`src/inc/ext_reg_decode_map.svh`:
```
// Port addresses, indices, keys, unmapped read value and timing counts of the host register decoder.
// Assumes 16-bit host I/O addresses and 8-bit CRT controller indices.
`ifndef EXT_REG_DECODE_MAP_SVH
`define EXT_REG_DECODE_MAP_SVH

// ****************************************
// Host I/O port addresses
// ****************************************
`define PORT_SETUP_OPTION 16'h0102
`define PORT_MISC_STATUS 16'h03c2
`define PORT_MISC_READ 16'h03cc
`define PORT_SEQ_INDEX 16'h03c4
`define PORT_SEQUENCER_DATA 16'h03c5
`define PORT_CRT_INDEX_MONO 16'h03b4
`define PORT_CRT_DATA_MONO 16'h03b5
`define PORT_CRT_INDEX_COLOR 16'h03d4
`define PORT_CRT_DATA_COLOR 16'h03d5
`define PORT_SUBSYS 16'h42e8
`define PORT_VIDEO_ENABLE 16'h46e8
`define PORT_ADV_FUNC 16'h4ae8
`define PORT_ENGINE_CMD 16'h9ae8
`define PORT_MULTIFUNC 16'hbee8
`define PORT_PIXEL 16'he2e8
`define PORT_PIXEL_EXT 16'he2ea

// ****************************************
// CRT controller indices
// ****************************************
`define CRT_STD_LAST 8'h18
`define CRT_STD_COUNT 25
`define CHIP_IDENTITY_INDEX 8'h30
`define EXT1_FIRST_INDEX 8'h31
`define EXT1_LAST_INDEX 8'h3c
`define CONFIG_ONE_INDEX 8'h36
`define CONFIG_TWO_INDEX 8'h37
`define UNLOCK_ONE_INDEX 8'h38
`define UNLOCK_TWO_INDEX 8'h39
`define SYS_CONFIG_INDEX 8'h40
`define EXT2_LAST_INDEX 8'h5f
`define SEQ_COUNT 5

// ****************************************
// Keys, identity, field positions, unmapped read value
// ****************************************
`define UNLOCK_ONE_KEY 8'h5a
`define UNLOCK_TWO_KEY 8'hc3
`define CHIP_IDENTITY_VALUE 8'h11
`define SYS_CONFIG_ENGINE_BIT 0
`define MISC_COLOR_BIT 0
`define MULTI_READ_SELECT_SLOT 3'h7
`define UNMAPPED_READ 16'hffff
`define STRAP_SETTLE_CYCLES 2'h2

`endif

```
`src/inc/ext_reg_decode_pkg.sv`:
```
// Types shared by the host register decoder.
// Assumes the constants header is on the include path; its counts size the state.
`include "ext_reg_decode_map.svh"
package ext_reg_decode_pkg;

   // ****************************************
   // Host I/O request and answer
   // ****************************************
   typedef struct packed {
      logic [15:0] addr;
      logic wr;
      logic rd;
      logic [1:0] be;
      logic [15:0] wdata;
   } io_req_t;

   typedef struct packed {
      logic hit;
      logic rd_valid;
      logic [15:0] rdata;
   } io_rsp_t;

   // ****************************************
   // Whole state of the decoder
   // ****************************************
   typedef struct packed {
      logic [15:0] strap_s1;
      logic [15:0] strap_s2;
      logic [7:0] sense_s1;
      logic [7:0] sense_s2;
      logic [1:0] settle_cnt;
      logic strap_done;
      logic [7:0] config_one;
      logic [7:0] config_two;
      logic [7:0] misc_output;
      logic [7:0] setup_option;
      logic [7:0] video_enable;
      logic [7:0] seq_index;
      logic [`SEQ_COUNT-1:0][7:0] sequencer_data;
      logic [7:0] crt_index;
      logic [`CRT_STD_COUNT-1:0][7:0] crt_std;
      logic [11:0][7:0] ext1;
      logic [7:0] unlock_one;
      logic [7:0] unlock_two;
      logic [31:0][7:0] ext2;
      logic [15:0] subsystem_control;
      logic [15:0] adv_func;
      logic [15:0] command;
      logic command_stb;
      logic [3:0] multi_index;
      logic [7:0][11:0] multi_regs;
      logic [15:0] pixel;
      logic [15:0] pixel_ext;
      logic pixel_stb;
      logic rd_valid;
      logic [15:0] rdata;
   } state_t;

endpackage

```
`src/hw/ext_reg_decode.sv`:
```
// Host I/O register decoder with locked extension register groups.
// Assumes host requests come from logic on core_clk, one-cycle rd/wr strobes;
// strap and sense pins are asynchronous and are synchronised here.
`timescale 1ns/1ps
`include "ext_reg_decode_map.svh"

module ext_reg_decode
   import ext_reg_decode_pkg::*;
(
   input wire logic core_clk,
   input wire logic rst_b,
   input wire logic clk_en,
   input wire io_req_t io_req,
   output io_rsp_t io_rsp,
   input wire logic [15:0] strap_pins,
   input wire logic [7:0] sense_pins,
   input wire logic [15:0] engine_status,
   input wire logic [15:0] subsystem_status,
   output logic color_mode,
   output logic engine_enable,
   output logic [7:0] misc_output,
   output logic [7:0] video_subsystem_enable,
   output logic [15:0] subsystem_control,
   output logic [15:0] advanced_function_control,
   output logic [15:0] drawing_command,
   output logic drawing_command_stb,
   output logic [15:0] pixel_transfer,
   output logic pixel_transfer_stb
);

   // ****************************************
   // Reset release
   // ****************************************
   // Two-stage reset release
   logic rst_meta_b;
   logic rst_sync_b;

   // Whole decoder state, current and next
   state_t s_reg;
   state_t s_next;

   // Lock and port decode
   logic unlock_one_open;
   logic unlock_two_open;
   logic [15:0] crt_index_port;
   logic [15:0] crt_data_port;

   // CRT data path
   logic [7:0] crt_rd;
   logic crt_wr_ok;

   // Multifunction write steering
   logic [3:0] multi_slot_code;
   logic [3:0] multi_wr_index;
   logic [2:0] multi_wr_slot;
   logic multi_wr_valid;

   // Read answer before registering
   logic [15:0] rd_word;
   logic hit;

   // Asserted asynchronously, released only after two clean edges
   always_ff @(posedge core_clk or negedge rst_b) begin
      if (!rst_b) begin
         rst_meta_b <= 1'b0;
         rst_sync_b <= 1'b0;
      end else begin
         rst_meta_b <= 1'b1;
         rst_sync_b <= rst_meta_b;
      end
   end

   // ****************************************
   // Helpers
   // ****************************************
   // Byte-lane merge for the 16-bit engine ports
   function automatic logic [15:0] lane_merge(
      input logic [15:0] old,
      input logic [15:0] wd,
      input logic [1:0] be
   );
      // Lanes left out keep their stored byte
      lane_merge = old;
      if (be[0]) begin
         lane_merge[7:0] = wd[7:0];
      end
      if (be[1]) begin
         lane_merge[15:8] = wd[15:8];
      end
   endfunction

   // Multifunction index to storage slot; only 0-4, A, E, F exist
   function automatic logic [3:0] multi_slot(input logic [3:0] idx);
      // Codes 8-f carry slots 0-7; code 0 means no storage
      case (idx)
         4'h0: multi_slot = 4'h8;
         4'h1: multi_slot = 4'h9;
         4'h2: multi_slot = 4'ha;
         4'h3: multi_slot = 4'hb;
         4'h4: multi_slot = 4'hc;
         4'ha: multi_slot = 4'hd;
         4'he: multi_slot = 4'he;
         4'hf: multi_slot = 4'hf;
         default: multi_slot = 4'h0;
      endcase
   endfunction

   // ****************************************
   // Lock state and port selection
   // ****************************************
   // Pure compare on the held key: only a new key write or reset relocks
   assign unlock_one_open = (s_reg.unlock_one == `UNLOCK_ONE_KEY);
   assign unlock_two_open = (s_reg.unlock_two == `UNLOCK_TWO_KEY);

   // Mode bits are plain registers; reset leaves the mono ports
   assign color_mode = s_reg.misc_output[`MISC_COLOR_BIT];
   assign engine_enable = s_reg.ext2[0][`SYS_CONFIG_ENGINE_BIT];
   assign crt_index_port = color_mode ? `PORT_CRT_INDEX_COLOR : `PORT_CRT_INDEX_MONO;
   assign crt_data_port = color_mode ? `PORT_CRT_DATA_COLOR : `PORT_CRT_DATA_MONO;

   // Low-byte-only writes steer by the last latched index
   assign multi_wr_index = io_req.be[1] ? io_req.wdata[15:12] : s_reg.multi_index;
   // Bit 3 of the slot code marks an index with storage
   assign multi_slot_code = multi_slot(multi_wr_index);
   assign multi_wr_valid = multi_slot_code[3];
   assign multi_wr_slot = multi_slot_code[2:0];

   // ****************************************
   // CRT data read path and write permission
   // ****************************************
   // Locked groups read as zero so no extension state leaks out
   always_comb begin
      crt_rd = 8'h00;
      crt_wr_ok = 1'b0;
      if (s_reg.crt_index <= `CRT_STD_LAST) begin
         // Standard timing registers, always open
         crt_rd = s_reg.crt_std[5'(s_reg.crt_index)];
         crt_wr_ok = 1'b1;
      end else if (s_reg.crt_index == `UNLOCK_ONE_INDEX) begin
         crt_rd = s_reg.unlock_one;
         crt_wr_ok = 1'b1;
      end else if (s_reg.crt_index == `UNLOCK_TWO_INDEX) begin
         crt_rd = s_reg.unlock_two;
         crt_wr_ok = 1'b1;
      end else if (s_reg.crt_index == `CHIP_IDENTITY_INDEX) begin
         crt_rd = unlock_one_open ? `CHIP_IDENTITY_VALUE : 8'h00;
      end else if (s_reg.crt_index == `CONFIG_ONE_INDEX) begin
         crt_rd = unlock_one_open ? s_reg.config_one : 8'h00;
      end else if (s_reg.crt_index == `CONFIG_TWO_INDEX) begin
         crt_rd = unlock_one_open ? s_reg.config_two : 8'h00;
      end else if (s_reg.crt_index >= `EXT1_FIRST_INDEX && s_reg.crt_index <= `EXT1_LAST_INDEX) begin
         // Remaining group one indices, plain storage
         crt_rd = unlock_one_open ? s_reg.ext1[4'(s_reg.crt_index - `EXT1_FIRST_INDEX)] : 8'h00;
         crt_wr_ok = unlock_one_open;
      end else if (s_reg.crt_index >= `SYS_CONFIG_INDEX && s_reg.crt_index <= `EXT2_LAST_INDEX) begin
         crt_rd = unlock_two_open ? s_reg.ext2[5'(s_reg.crt_index - `SYS_CONFIG_INDEX)] : 8'h00;
         crt_wr_ok = unlock_two_open;
      end
   end

   // ****************************************
   // Host read decode
   // ****************************************
   // Engine ports vanish from the map while the engine is disabled
   always_comb begin
      rd_word = `UNMAPPED_READ;
      hit = 1'b1;
      if (io_req.addr == `PORT_MISC_STATUS) begin
         // Input status from the synchronised sense pins
         rd_word = {8'h00, s_reg.sense_s2};
      end else if (io_req.addr == `PORT_MISC_READ) begin
         rd_word = {8'h00, s_reg.misc_output};
      end else if (io_req.addr == `PORT_SETUP_OPTION) begin
         rd_word = {8'h00, s_reg.setup_option};
      end else if (io_req.addr == `PORT_SEQ_INDEX) begin
         rd_word = {8'h00, s_reg.seq_index};
      end else if (io_req.addr == `PORT_SEQUENCER_DATA) begin
         rd_word = (s_reg.seq_index < 8'(`SEQ_COUNT)) ? {8'h00, s_reg.sequencer_data[3'(s_reg.seq_index)]} : 16'h0000;
      end else if (io_req.addr == crt_index_port) begin
         rd_word = {8'h00, s_reg.crt_index};
      end else if (io_req.addr == crt_data_port) begin
         rd_word = {8'h00, crt_rd};
      end else if (io_req.addr == `PORT_VIDEO_ENABLE) begin
         hit = io_req.wr;
      end else if (engine_enable && io_req.addr == `PORT_SUBSYS) begin
         rd_word = subsystem_status;
      end else if (engine_enable && io_req.addr == `PORT_ADV_FUNC) begin
         rd_word = s_reg.adv_func;
      end else if (engine_enable && io_req.addr == `PORT_ENGINE_CMD) begin
         rd_word = engine_status;
      end else if (engine_enable && io_req.addr == `PORT_MULTIFUNC) begin
         // Read select chooses one of the eight slots
         rd_word = {4'h0, s_reg.multi_regs[s_reg.multi_regs[`MULTI_READ_SELECT_SLOT][2:0]]};
      end else if (engine_enable && io_req.addr == `PORT_PIXEL) begin
         rd_word = s_reg.pixel;
      end else if (engine_enable && io_req.addr == `PORT_PIXEL_EXT) begin
         rd_word = s_reg.pixel_ext;
      end else begin
         hit = 1'b0;
      end
   end

   // ****************************************
   // Next state
   // ****************************************
   // Hold all state; one-cycle pulses drop unless renewed
   always_comb begin
      s_next = s_reg;
      s_next.command_stb = 1'b0;
      s_next.pixel_stb = 1'b0;
      s_next.rd_valid = 1'b0;

      // Pins cross into core_clk through two stages
      s_next.strap_s1 = strap_pins;
      s_next.strap_s2 = s_reg.strap_s1;
      s_next.sense_s1 = sense_pins;
      s_next.sense_s2 = s_reg.sense_s1;

      // Straps captured once, after the synchroniser has filled
      if (!s_reg.strap_done) begin
         if (s_reg.settle_cnt == `STRAP_SETTLE_CYCLES) begin
            s_next.config_one = s_reg.strap_s2[7:0];
            s_next.config_two = s_reg.strap_s2[15:8];
            s_next.strap_done = 1'b1;
         end else begin
            s_next.settle_cnt = s_reg.settle_cnt + 2'h1;
         end
      end

      // Read answer registered one cycle after the strobe
      if (io_req.rd) begin
         s_next.rd_valid = 1'b1;
         s_next.rdata = rd_word;
      end

      // Writes
      if (io_req.wr) begin
         if (io_req.addr == `PORT_MISC_STATUS) begin
            s_next.misc_output = io_req.wdata[7:0];
         end else if (io_req.addr == `PORT_SETUP_OPTION) begin
            s_next.setup_option = io_req.wdata[7:0];
         end else if (io_req.addr == `PORT_SEQ_INDEX) begin
            s_next.seq_index = io_req.wdata[7:0];
         end else if (io_req.addr == `PORT_SEQUENCER_DATA) begin
            // Indices past the five data registers are dropped
            if (s_reg.seq_index < 8'(`SEQ_COUNT)) begin
               s_next.sequencer_data[3'(s_reg.seq_index)] = io_req.wdata[7:0];
            end
         end else if (io_req.addr == crt_index_port) begin
            s_next.crt_index = io_req.wdata[7:0];
         end else if (io_req.addr == crt_data_port && crt_wr_ok) begin
            // Read-only and locked indices never reach storage
            if (s_reg.crt_index <= `CRT_STD_LAST) begin
               s_next.crt_std[5'(s_reg.crt_index)] = io_req.wdata[7:0];
            end else if (s_reg.crt_index == `UNLOCK_ONE_INDEX) begin
               s_next.unlock_one = io_req.wdata[7:0];
            end else if (s_reg.crt_index == `UNLOCK_TWO_INDEX) begin
               s_next.unlock_two = io_req.wdata[7:0];
            end else if (s_reg.crt_index <= `EXT1_LAST_INDEX) begin
               s_next.ext1[4'(s_reg.crt_index - `EXT1_FIRST_INDEX)] = io_req.wdata[7:0];
            end else begin
               s_next.ext2[5'(s_reg.crt_index - `SYS_CONFIG_INDEX)] = io_req.wdata[7:0];
            end
         end else if (io_req.addr == `PORT_VIDEO_ENABLE) begin
            s_next.video_enable = io_req.wdata[7:0];
         end else if (engine_enable) begin
            // Engine ports take writes only while enabled
            if (io_req.addr == `PORT_SUBSYS) begin
               s_next.subsystem_control = lane_merge(s_reg.subsystem_control, io_req.wdata, io_req.be);
            end else if (io_req.addr == `PORT_ADV_FUNC) begin
               s_next.adv_func = lane_merge(s_reg.adv_func, io_req.wdata, io_req.be);
            end else if (io_req.addr == `PORT_ENGINE_CMD) begin
               s_next.command = lane_merge(s_reg.command, io_req.wdata, io_req.be);
               // Strobe pulses once per command write
               s_next.command_stb = 1'b1;
            end else if (io_req.addr == `PORT_MULTIFUNC) begin
               // High byte carries the index; a low byte alone reuses the last one
               if (io_req.be[1]) begin
                  s_next.multi_index = io_req.wdata[15:12];
               end
               if (multi_wr_valid) begin
                  if (io_req.be[1]) begin
                     s_next.multi_regs[multi_wr_slot][11:8] = io_req.wdata[11:8];
                  end
                  if (io_req.be[0]) begin
                     s_next.multi_regs[multi_wr_slot][7:0] = io_req.wdata[7:0];
                  end
               end
            end else if (io_req.addr == `PORT_PIXEL) begin
               s_next.pixel = lane_merge(s_reg.pixel, io_req.wdata, io_req.be);
               // Each pixel write pulses the transfer strobe
               s_next.pixel_stb = 1'b1;
            end else if (io_req.addr == `PORT_PIXEL_EXT) begin
               s_next.pixel_ext = lane_merge(s_reg.pixel_ext, io_req.wdata, io_req.be);
            end
         end
      end
   end

   // ****************************************
   // State register
   // ****************************************
   // Reset clears both keys, so every extension group starts locked
   always_ff @(posedge core_clk or negedge rst_sync_b) begin
      if (!rst_sync_b) begin
         s_reg <= '0;
      end else if (clk_en) begin
         // Low clk_en freezes all but the reset release
         s_reg <= s_next;
      end
   end

   // ****************************************
   // Outputs
   // ****************************************
   // Data straight from state flops; hit stays combinational
   assign io_rsp.hit = hit;
   assign io_rsp.rd_valid = s_reg.rd_valid;
   assign io_rsp.rdata = s_reg.rdata;
   assign misc_output = s_reg.misc_output;
   assign video_subsystem_enable = s_reg.video_enable;
   assign subsystem_control = s_reg.subsystem_control;
   assign advanced_function_control = s_reg.adv_func;
   assign drawing_command = s_reg.command;
   assign drawing_command_stb = s_reg.command_stb;
   assign pixel_transfer = s_reg.pixel;
   assign pixel_transfer_stb = s_reg.pixel_stb;

endmodule // ext_reg_decode

```
`config.mk`:
```
export PLATFORM = sky130hd
export DESIGN_NAME = ext_reg_decode
export DESIGN_NICKNAME = d
export VERILOG_FILES = /design/src/inc/ext_reg_decode_pkg.sv /design/src/hw/ext_reg_decode.sv
export VERILOG_INCLUDE_DIRS = /design/src /design/src/inc
export SDC_FILE = /design/constraint.sdc
export NUM_CORES = 1
export LEC_CHECK = 0
export BUFFER_PORTS_ARGS = -buffer_cell sky130_fd_sc_hd__buf_2
export CAP_MARGIN = 40
export CORE_UTILIZATION = 30
export DETAILED_ROUTE_END_ITERATION = 7
export GPL_ROUTABILITY_DRIVEN = 0
export SLEW_MARGIN = 5
export SYNTH_ARGS = -nofsm -noshare
export SYNTH_HDL_FRONTEND = slang
export SYNTH_SLANG_ARGS = --single-unit
```
`constraint.sdc`:
```
create_clock -name core_clk -period 32 [get_ports core_clk]
set_input_delay 3.2 -clock core_clk [delete_from_list [all_inputs] [get_ports core_clk]]
set_output_delay 3.2 -clock core_clk [all_outputs]
set_load 0.01 [all_outputs]
```
==> flow_summary.json, run 1 <==
{
  "status": "finished with violations",
  "failed_checks": "DRC",
  "cp-start-kind": "input pin",
  "power_w": 0.00241,
  "crit_path_end": "io_rsp[17]",
  "rr_endpoint": "s_reg[425]",
  "synth_top_area_cell": "dfrtp_1",
  "ys_top_cells_by_area": "dfrtp_1 (53%), mux2_2 (22%), mux4_2 (7.4%), buf_4 (1.7%), mux2i_1 (1.7%)",
  "final-hold-violation-count": 0,
  "critPathArrivalTime_ns": 5.51,
  "viasPerCell": 5.21,
  "cts.sinks": 916,
  "p_per_area_nw_per_um2": 48.6,
  "chipHeight_um": 383,
  "crit_start": "io_req[30]",
  "final_nets": 3316,
  "postCtsSetupBuffers": 0,
  "setup_ws_ns": 23.29,
  "worstMarginPinSlew_ns": 1.02,
  "grt_pass1_vias": 27980,
  "h-tree-depth": 3,
  "synthesis.area_um2": 43600,
  "cts_resized": 0,
  "cts_buffers": 93,
  "synth_edf_count": 0,
  "grt_start_max_net_pins": 163,
  "vdd_drop_max_uv": 38.0,
  "ys_ff_latch": 916,
  "reg2reg_depth": 11,
  "drc": 20,
  "rrSetupSlack_ns": 27.36,
  "antenna_left": 0,
  "worstSetupPathType": "in -> out",
  "crit_required_ns": 28.80,
  "yosys.area.top_type_share_pct": 52.5,
  "cp_slowest_stage_delay_ns": 0.67,
  "crit_slowest_cell": "or4b_1",
  "r2r_start": "s_reg[767]",
  "final_common_cell": "dfrtp_1",
  "dpl.hpwl_mm": 80.9,
  "num_vias": 27025,
  "largest_reg_flops": 790,
  "synth-seq-area-share_pct": 52.5,
  "drive_gt1_share_pct": 46.9,
  "tns_ns": 0,
  "dieArea_um2": 147000,
  "synthFlopType": "dfrtp_1",
  "final_cell_mix": "dfrtp_1 (911), mux2_2 (861), buf_2 (193), mux4_2 (143), nand2_1 (112)",
  "clk_latency_ns": 0.70,
  "die_w_um": 383,
  "ys_types": 82,
  "finalSetupViolCount": 0,
  "io_buffers": 196,
  "cts_tree": "yes",
  "crit_chain": "buf_2, or4b_1, nor3_1, nand4_1, nand4_1, nor3_1, nand3_1, buf_2",
  "ios": 197,
  "holdCritPathClass": "reg -> reg",
  "slew_headroom_pct": 31.8,
  "antenna_found_initial": 3,
  "initialDrtViolationCount": 2020,
  "clk_pin_slew_ns": 0.07,
  "clock_skew_ns": 0.0451,
  "synthCells": 3138,
  "ctsHoldBuffers": 0,
  "syn_nets": 3239,
  "syn_avg_cell_area_um2": 13.9,
  "first_pass_iters": 8,
  "cts_buffer_depth": 3,
  "timing.hold.ws_ns": 0.351,
  "yosysWarnings": 0,
  "wl_mm": 119,
  "core-area_um2": 144000,
  "post-route-min-period_ns": 8.71,
  "p_leak_nw": 23.7,
  "fillers": 14056,
  "rows": 139,
  "rsz0062_at_grt": "false",
  "grt-ovfl-total": 0,
  "cts-root-buf": "clkbuf_16",
  "critPathMaxFanout": 10,
  "grt_pass1_wl_mm": 183,
  "end_kind": "primary output",
  "grt_use_total_pct": 16.2,
  "clock.fmax_ghz": 0.115,
  "async_flop_share_pct": 100,
  "area_delta_synth_final_pct": 13.6,
  "slew_violations": 0,
  "start_util_pct": 30.3,
  "max-cap-violations": 0,
  "post-route-period-util_pct": 27.2,
  "wire_per_inst_um": 23.0,
  "post-place-ws_ns": 23.32
}
-- critical path, delay by kind of cell --
kind | cells | cell delay, ns
buf+inv | 2 | 0.27
simple gates | 6 | 2.04
-- kinds of logic after synthesis --
family	synth area share [%]
mux	32.0
flops	52.5
simple gates	6.85
buf+inv	3.71
compound gates	4.66
fa+ha+maj	0.172
xor+xnor	0.0803
other cells	0.00859
-- where the power goes --
| group | leakage [nW] | internal, W | switching, W |
|---|---|---|---|
| sequential | 12.5 | 0.00118 | 0.0000244 |
| clock | 1.52 | 0.000635 | 0.000479 |
| combinational | 9.61 | 0.0000303 | 0.0000623 |
| total | 23.7 | 0.00184 | 0.000566 |
-- per-stage QoR --
stage	util, %	cell area [µm²]	std cells
floorplan	-	43600	3138
global placement	31.8	45900	4988
detailed placement	32.2	46400	5022
CTS	34.4	49600	5190
global route	34.4	49600	5192
finish	34.4	49600	5192
-- cell usage after synthesis, types with 7 or more instances --
master and number:
mux2_4 9, nand2_2 10, clkbuf_1 145, nor2_4 7, nand4_1 17, a21oi_1 52
or2_2 10, nor4_1 10, a221oi_1 18, nor2_1 104, o221ai_1 27, nand3_1 35
mux2_1 16, o21ai_0 53, buf_4 100, mux2i_1 73, o2111ai_1 7, inv_1 21
and2_1 12, and3_1 9, mux4_2 143, nand2b_1 15, o211ai_1 9, nor3_2 8
a2111oi_0 8, a31oi_1 12, nor3_1 30, a22oi_1 33, dfrtp_1 916, mux2_2 861
buf_1 19, o22ai_1 25, nor2b_1 9, or4_1 9, nor2_2 33, o31ai_1 13
nor2_8 15, buf_2 26, nand2_1 112
-- area by class of cell --
| class | instances | area, µm² | area share (%) |
|---|---|---|---|
| Clock buffer | 131 | 2630 | 5.31 |
| Tap cell | 1903 | 2380 | 4.80 |
| Inverter | 21 | 78.8 | 0.159 |
| Timing Repair Buffer | 276 | 1950 | 3.93 |
| Antenna cell | 1 | 2.50 | 0.00505 |
| Multi-Input combinational cell | 1907 | 19100 | 38.5 |
| Sequential cell | 916 | 22900 | 46.3 |
| Clock inverter | 37 | 488 | 0.985 |
-- metal layers --
layer / global-route usage (%) / share of wire [%]
met5: 0 / 0.0092
met1: 21.8 / 44
met3: 2.32 / 4.5
met2: 26.4 / 48
met4: 6.09 / 3.5
-- worst min path at each step --
stage / startpoint / endpoint / cells past startpoint
3_3_place_gp: rst_meta_b / rst_sync_b / 0
3_5_place_dp: rst_meta_b / rst_sync_b / 0
5_1_grt: rst_meta_b / rst_sync_b / 0
2_1_floorplan: rst_meta_b / rst_sync_b / 0
4_1_cts: rst_meta_b / rst_sync_b / 0
6_report: rst_meta_b / rst_sync_b / 0
Power figures use the tool's default switching activity.
==> inputs of run 2 (changes only) <==
- ABC_AREA: not set -> 1
- clock period: 32 -> 8.1 ns (I/O delays scaled with it)
==> run 2 against run 1 <==
- the flow now finishes without violations
- sequential share of layout area up 1.4 points
- sequential power increased to 3.9 times the previous value
- flip-flop and latch count did not move
- non-clock buffer count decreased by 20
- power grew to 3.9 times the previous value
==> flow_summary.json, run 2 <==
{
  "status": "finished clean",
  "slew_violations": 0,
  "synthesis.area_um2": 43200,
  "yosysMostFrequentCell": "nand2_1",
  "cp-start-kind": "register",
  "ys_types": 55,
  "rows": 138,
  "grt_start_max_net_pins": 183,
  "p_per_area_nw_per_um2": 195,
  "synth_top_area_cell": "dfrtp_1",
  "max-cap-violations": 0,
  "post-route-min-period_ns": 4.97,
  "core-area_um2": 142000,
  "clock.fmax_ghz": 0.201,
  "first_pass_iters": 6,
  "grt_pass1_wl_mm": 211,
  "crit_chain": "inv_8, ha_1, inv_2, nor3_1, nor2_1, o311ai_1, inv_1, nor2_2, and3_1, buf_4, nand3_1, o21ai_0",
  "synth_top_family_by_area": "simple AND/OR/NAND/NOR gates",
  "stdcell_area_um2": 48100,
  "cts.sinks": 916,
  "final-hold-violation-count": 0,
  "crit_slowest_cell": "dfrtp_4",
  "timing.hold.ws_ns": 0.326,
  "synth-seq-area-share_pct": 53.1,
  "path_buf_inv": 4,
  "reg2reg_depth": 12,
  "start_util_pct": 30.4,
  "grt_use_total_pct": 18.3,
  "postCtsSetupBuffers": 0,
  "clk_latency_ns": 0.72,
  "synth_compound_area_share_pct": 17.4,
  "area_delta_synth_final_pct": 11.4,
  "ys_top_cells_by_count": "nand2_1 (1570), dfrtp_1 (916), o21ai_0 (906)",
  "ys_top_cells_by_area": "dfrtp_1 (53%), nand2_1 (14%), o21ai_0 (10%), nor2_1 (3.6%), o21ai_1 (3.2%)",
  "drive_gt1_share_pct": 9.55,
  "slew_headroom_pct": 24.0,
  "end_kind": "register",
  "antenna_found_initial": 9,
  "clk_pin_slew_ns": 0.06,
  "final_common_cell": "nand2_1",
  "synth_edf_count": 0,
  "final_cell_mix": "nand2_1 (1570), dfrtp_1 (913), o21ai_0 (906), nor2_1 (418), o21ai_1 (279)",
  "cts_tree": "yes",
  "cp_slowest_stage_delay_ns": 0.70,
  "yosys.area.top_type_share_pct": 53.1,
  "place_area_um2": 45000,
  "synthCells": 5329,
  "syn_nets": 5430,
  "syn_avg_cell_area_um2": 8.11,
  "clock_skew_ns": 0.0325,
  "synthFlopType": "dfrtp_1",
  "viasPerCell": 5.07,
  "post-route-period-util_pct": 61.4,
  "cp.depth": 12,
  "finalSetupViolCount": 0,
  "critPathMaxFanout": 119,
  "crit_family": "simple AND/OR/NAND/NOR gates",
  "chipHeight_um": 381,
  "tns_ns": 0,
  "worstSetupPathType": "reg -> reg",
  "die_w_um": 381,
  "rrSetupSlack_ns": 3.13,
  "wire_per_inst_um": 18.6,
  "h-tree-depth": 3,
  "synth_xor_area_share_pct": 0.0579,
  "cts_buffer_depth": 3,
  "worstMarginPinSlew_ns": 1.14,
  "vdd_drop_max_uv": 143,
  "r2r_start": "s_reg[767]",
  "dieArea_um2": 146000,
  "grt-ovfl-total": 0,
  "holdCritPathClass": "in -> reg",
  "dpl.hpwl_mm": 86.6,
  "io_buffers": 196,
  "grt_pass1_vias": 35342,
  "p_leak_nw": 22.3,
  "initialDrtViolationCount": 3777,
  "num_vias": 36616,
  "final_nets": 5348,
  "cts-root-buf": "clkbuf_16",
  "synthSimpleGateAreaFrac_pct": 22.0,
  "crit_start": "s_reg[767]",
  "async_flop_share_pct": 100,
  "ios": 197,
  "muxShareOfSynthArea_pct": 0.0232,
  "yosysWarnings": 0,
  "final_util_pct": 33.8,
  "synth_adder_area_share_pct": 0.174,
  "crit_path_end": "s_reg[566]",
  "wl_mm": 134,
  "rsz0062_at_grt": "false",
  "crit_required_ns": 8.70,
  "rr_endpoint": "s_reg[566]",
  "cts_buffers": 97,
  "critPathArrivalTime_ns": 5.57,
  "antenna_left": 0,
  "largest_reg_flops": 790,
  "drc": 0,
  "ys_ff_latch": 916
}
## run 2: routing by layer
layer | GRT usage [%] | vias to the layer above | wire length, µm
met5 | 0 | - | 72
met3 | 3.50 | 237 | 9180
li1 | - | 17330 | -
met1 | 25.3 | 17835 | 60400
met2 | 28.9 | 1202 | 61100
met4 | 5.28 | 12 | 3650
## run 2: logic make-up after synthesis
group,count (synthesis)
flops,916
xor+xnor,2
mux,1
simple gates,2299
fa+ha+maj,6
buf+inv,671
other cells,1
compound gates,1433
## run 2: power breakdown
| part | leakage [nW] | internal (W) | switching, W |
|---|---|---|---|
| clock | 1.53 | 0.00253 | 0.00192 |
| combinational | 8.13 | 0.0000591 | 0.000258 |
| sequential | 12.7 | 0.00461 | 0.0000229 |
## run 2: area by class of cell
| class | count | area [µm²] |
|---|---|---|
| tap | 1890 | 2360 |
| sequential | 916 | 22900 |
| multi-input combinational | 3742 | 17200 |
| antenna | 3 | 7.51 |
| fill | 15004 | 94200 |
| clock buffer | 143 | 2760 |
| inverter | 234 | 908 |
| clock inverter | 31 | 348 |
| timing repair buffer | 256 | 1630 |
## run 2: metrics by stage
| step | worst slack, ns | power [W] | instances |
|---|---|---|---|
| after detailed placement | 3.32 | 0.00504 | 7036 |
| after global placement | 3.21 | 0.00503 | 7021 |
| after CTS | 3.28 | 0.00948 | 7211 |
| final | 3.13 | 0.00939 | 7215 |
| after global routing | 2.67 | 0.00969 | 7215 |
| after floorplan | -0.704 | 0.00489 | 5329 |
## run 2: how the worst min path moves through the flow
stage                         startpoint           to  slack, ns  cells past startpoint
after floorplan               rst_meta_b   rst_sync_b       0.33                      0
after global placement        rst_meta_b   rst_sync_b       0.33                      0
after detailed placement      rst_meta_b   rst_sync_b       0.34                      0
after CTS                 strap_pins[12]  s_next[894]       0.29                      3
after global routing      strap_pins[13]  s_next[895]       0.30                      3
final                     strap_pins[12]  s_next[894]       0.33                      3
## run 2: what timing repair did
item | CTS | global route
endpoints found under the hold margin | 2 | 0
hold buffers | 1 | 0
gates resized for setup | 0 | 0
## run 2: worst min-delay path: stages
cell and delay [ns]:
buf_2 0.08, nand2_1 0.04, nand2_1 0.05
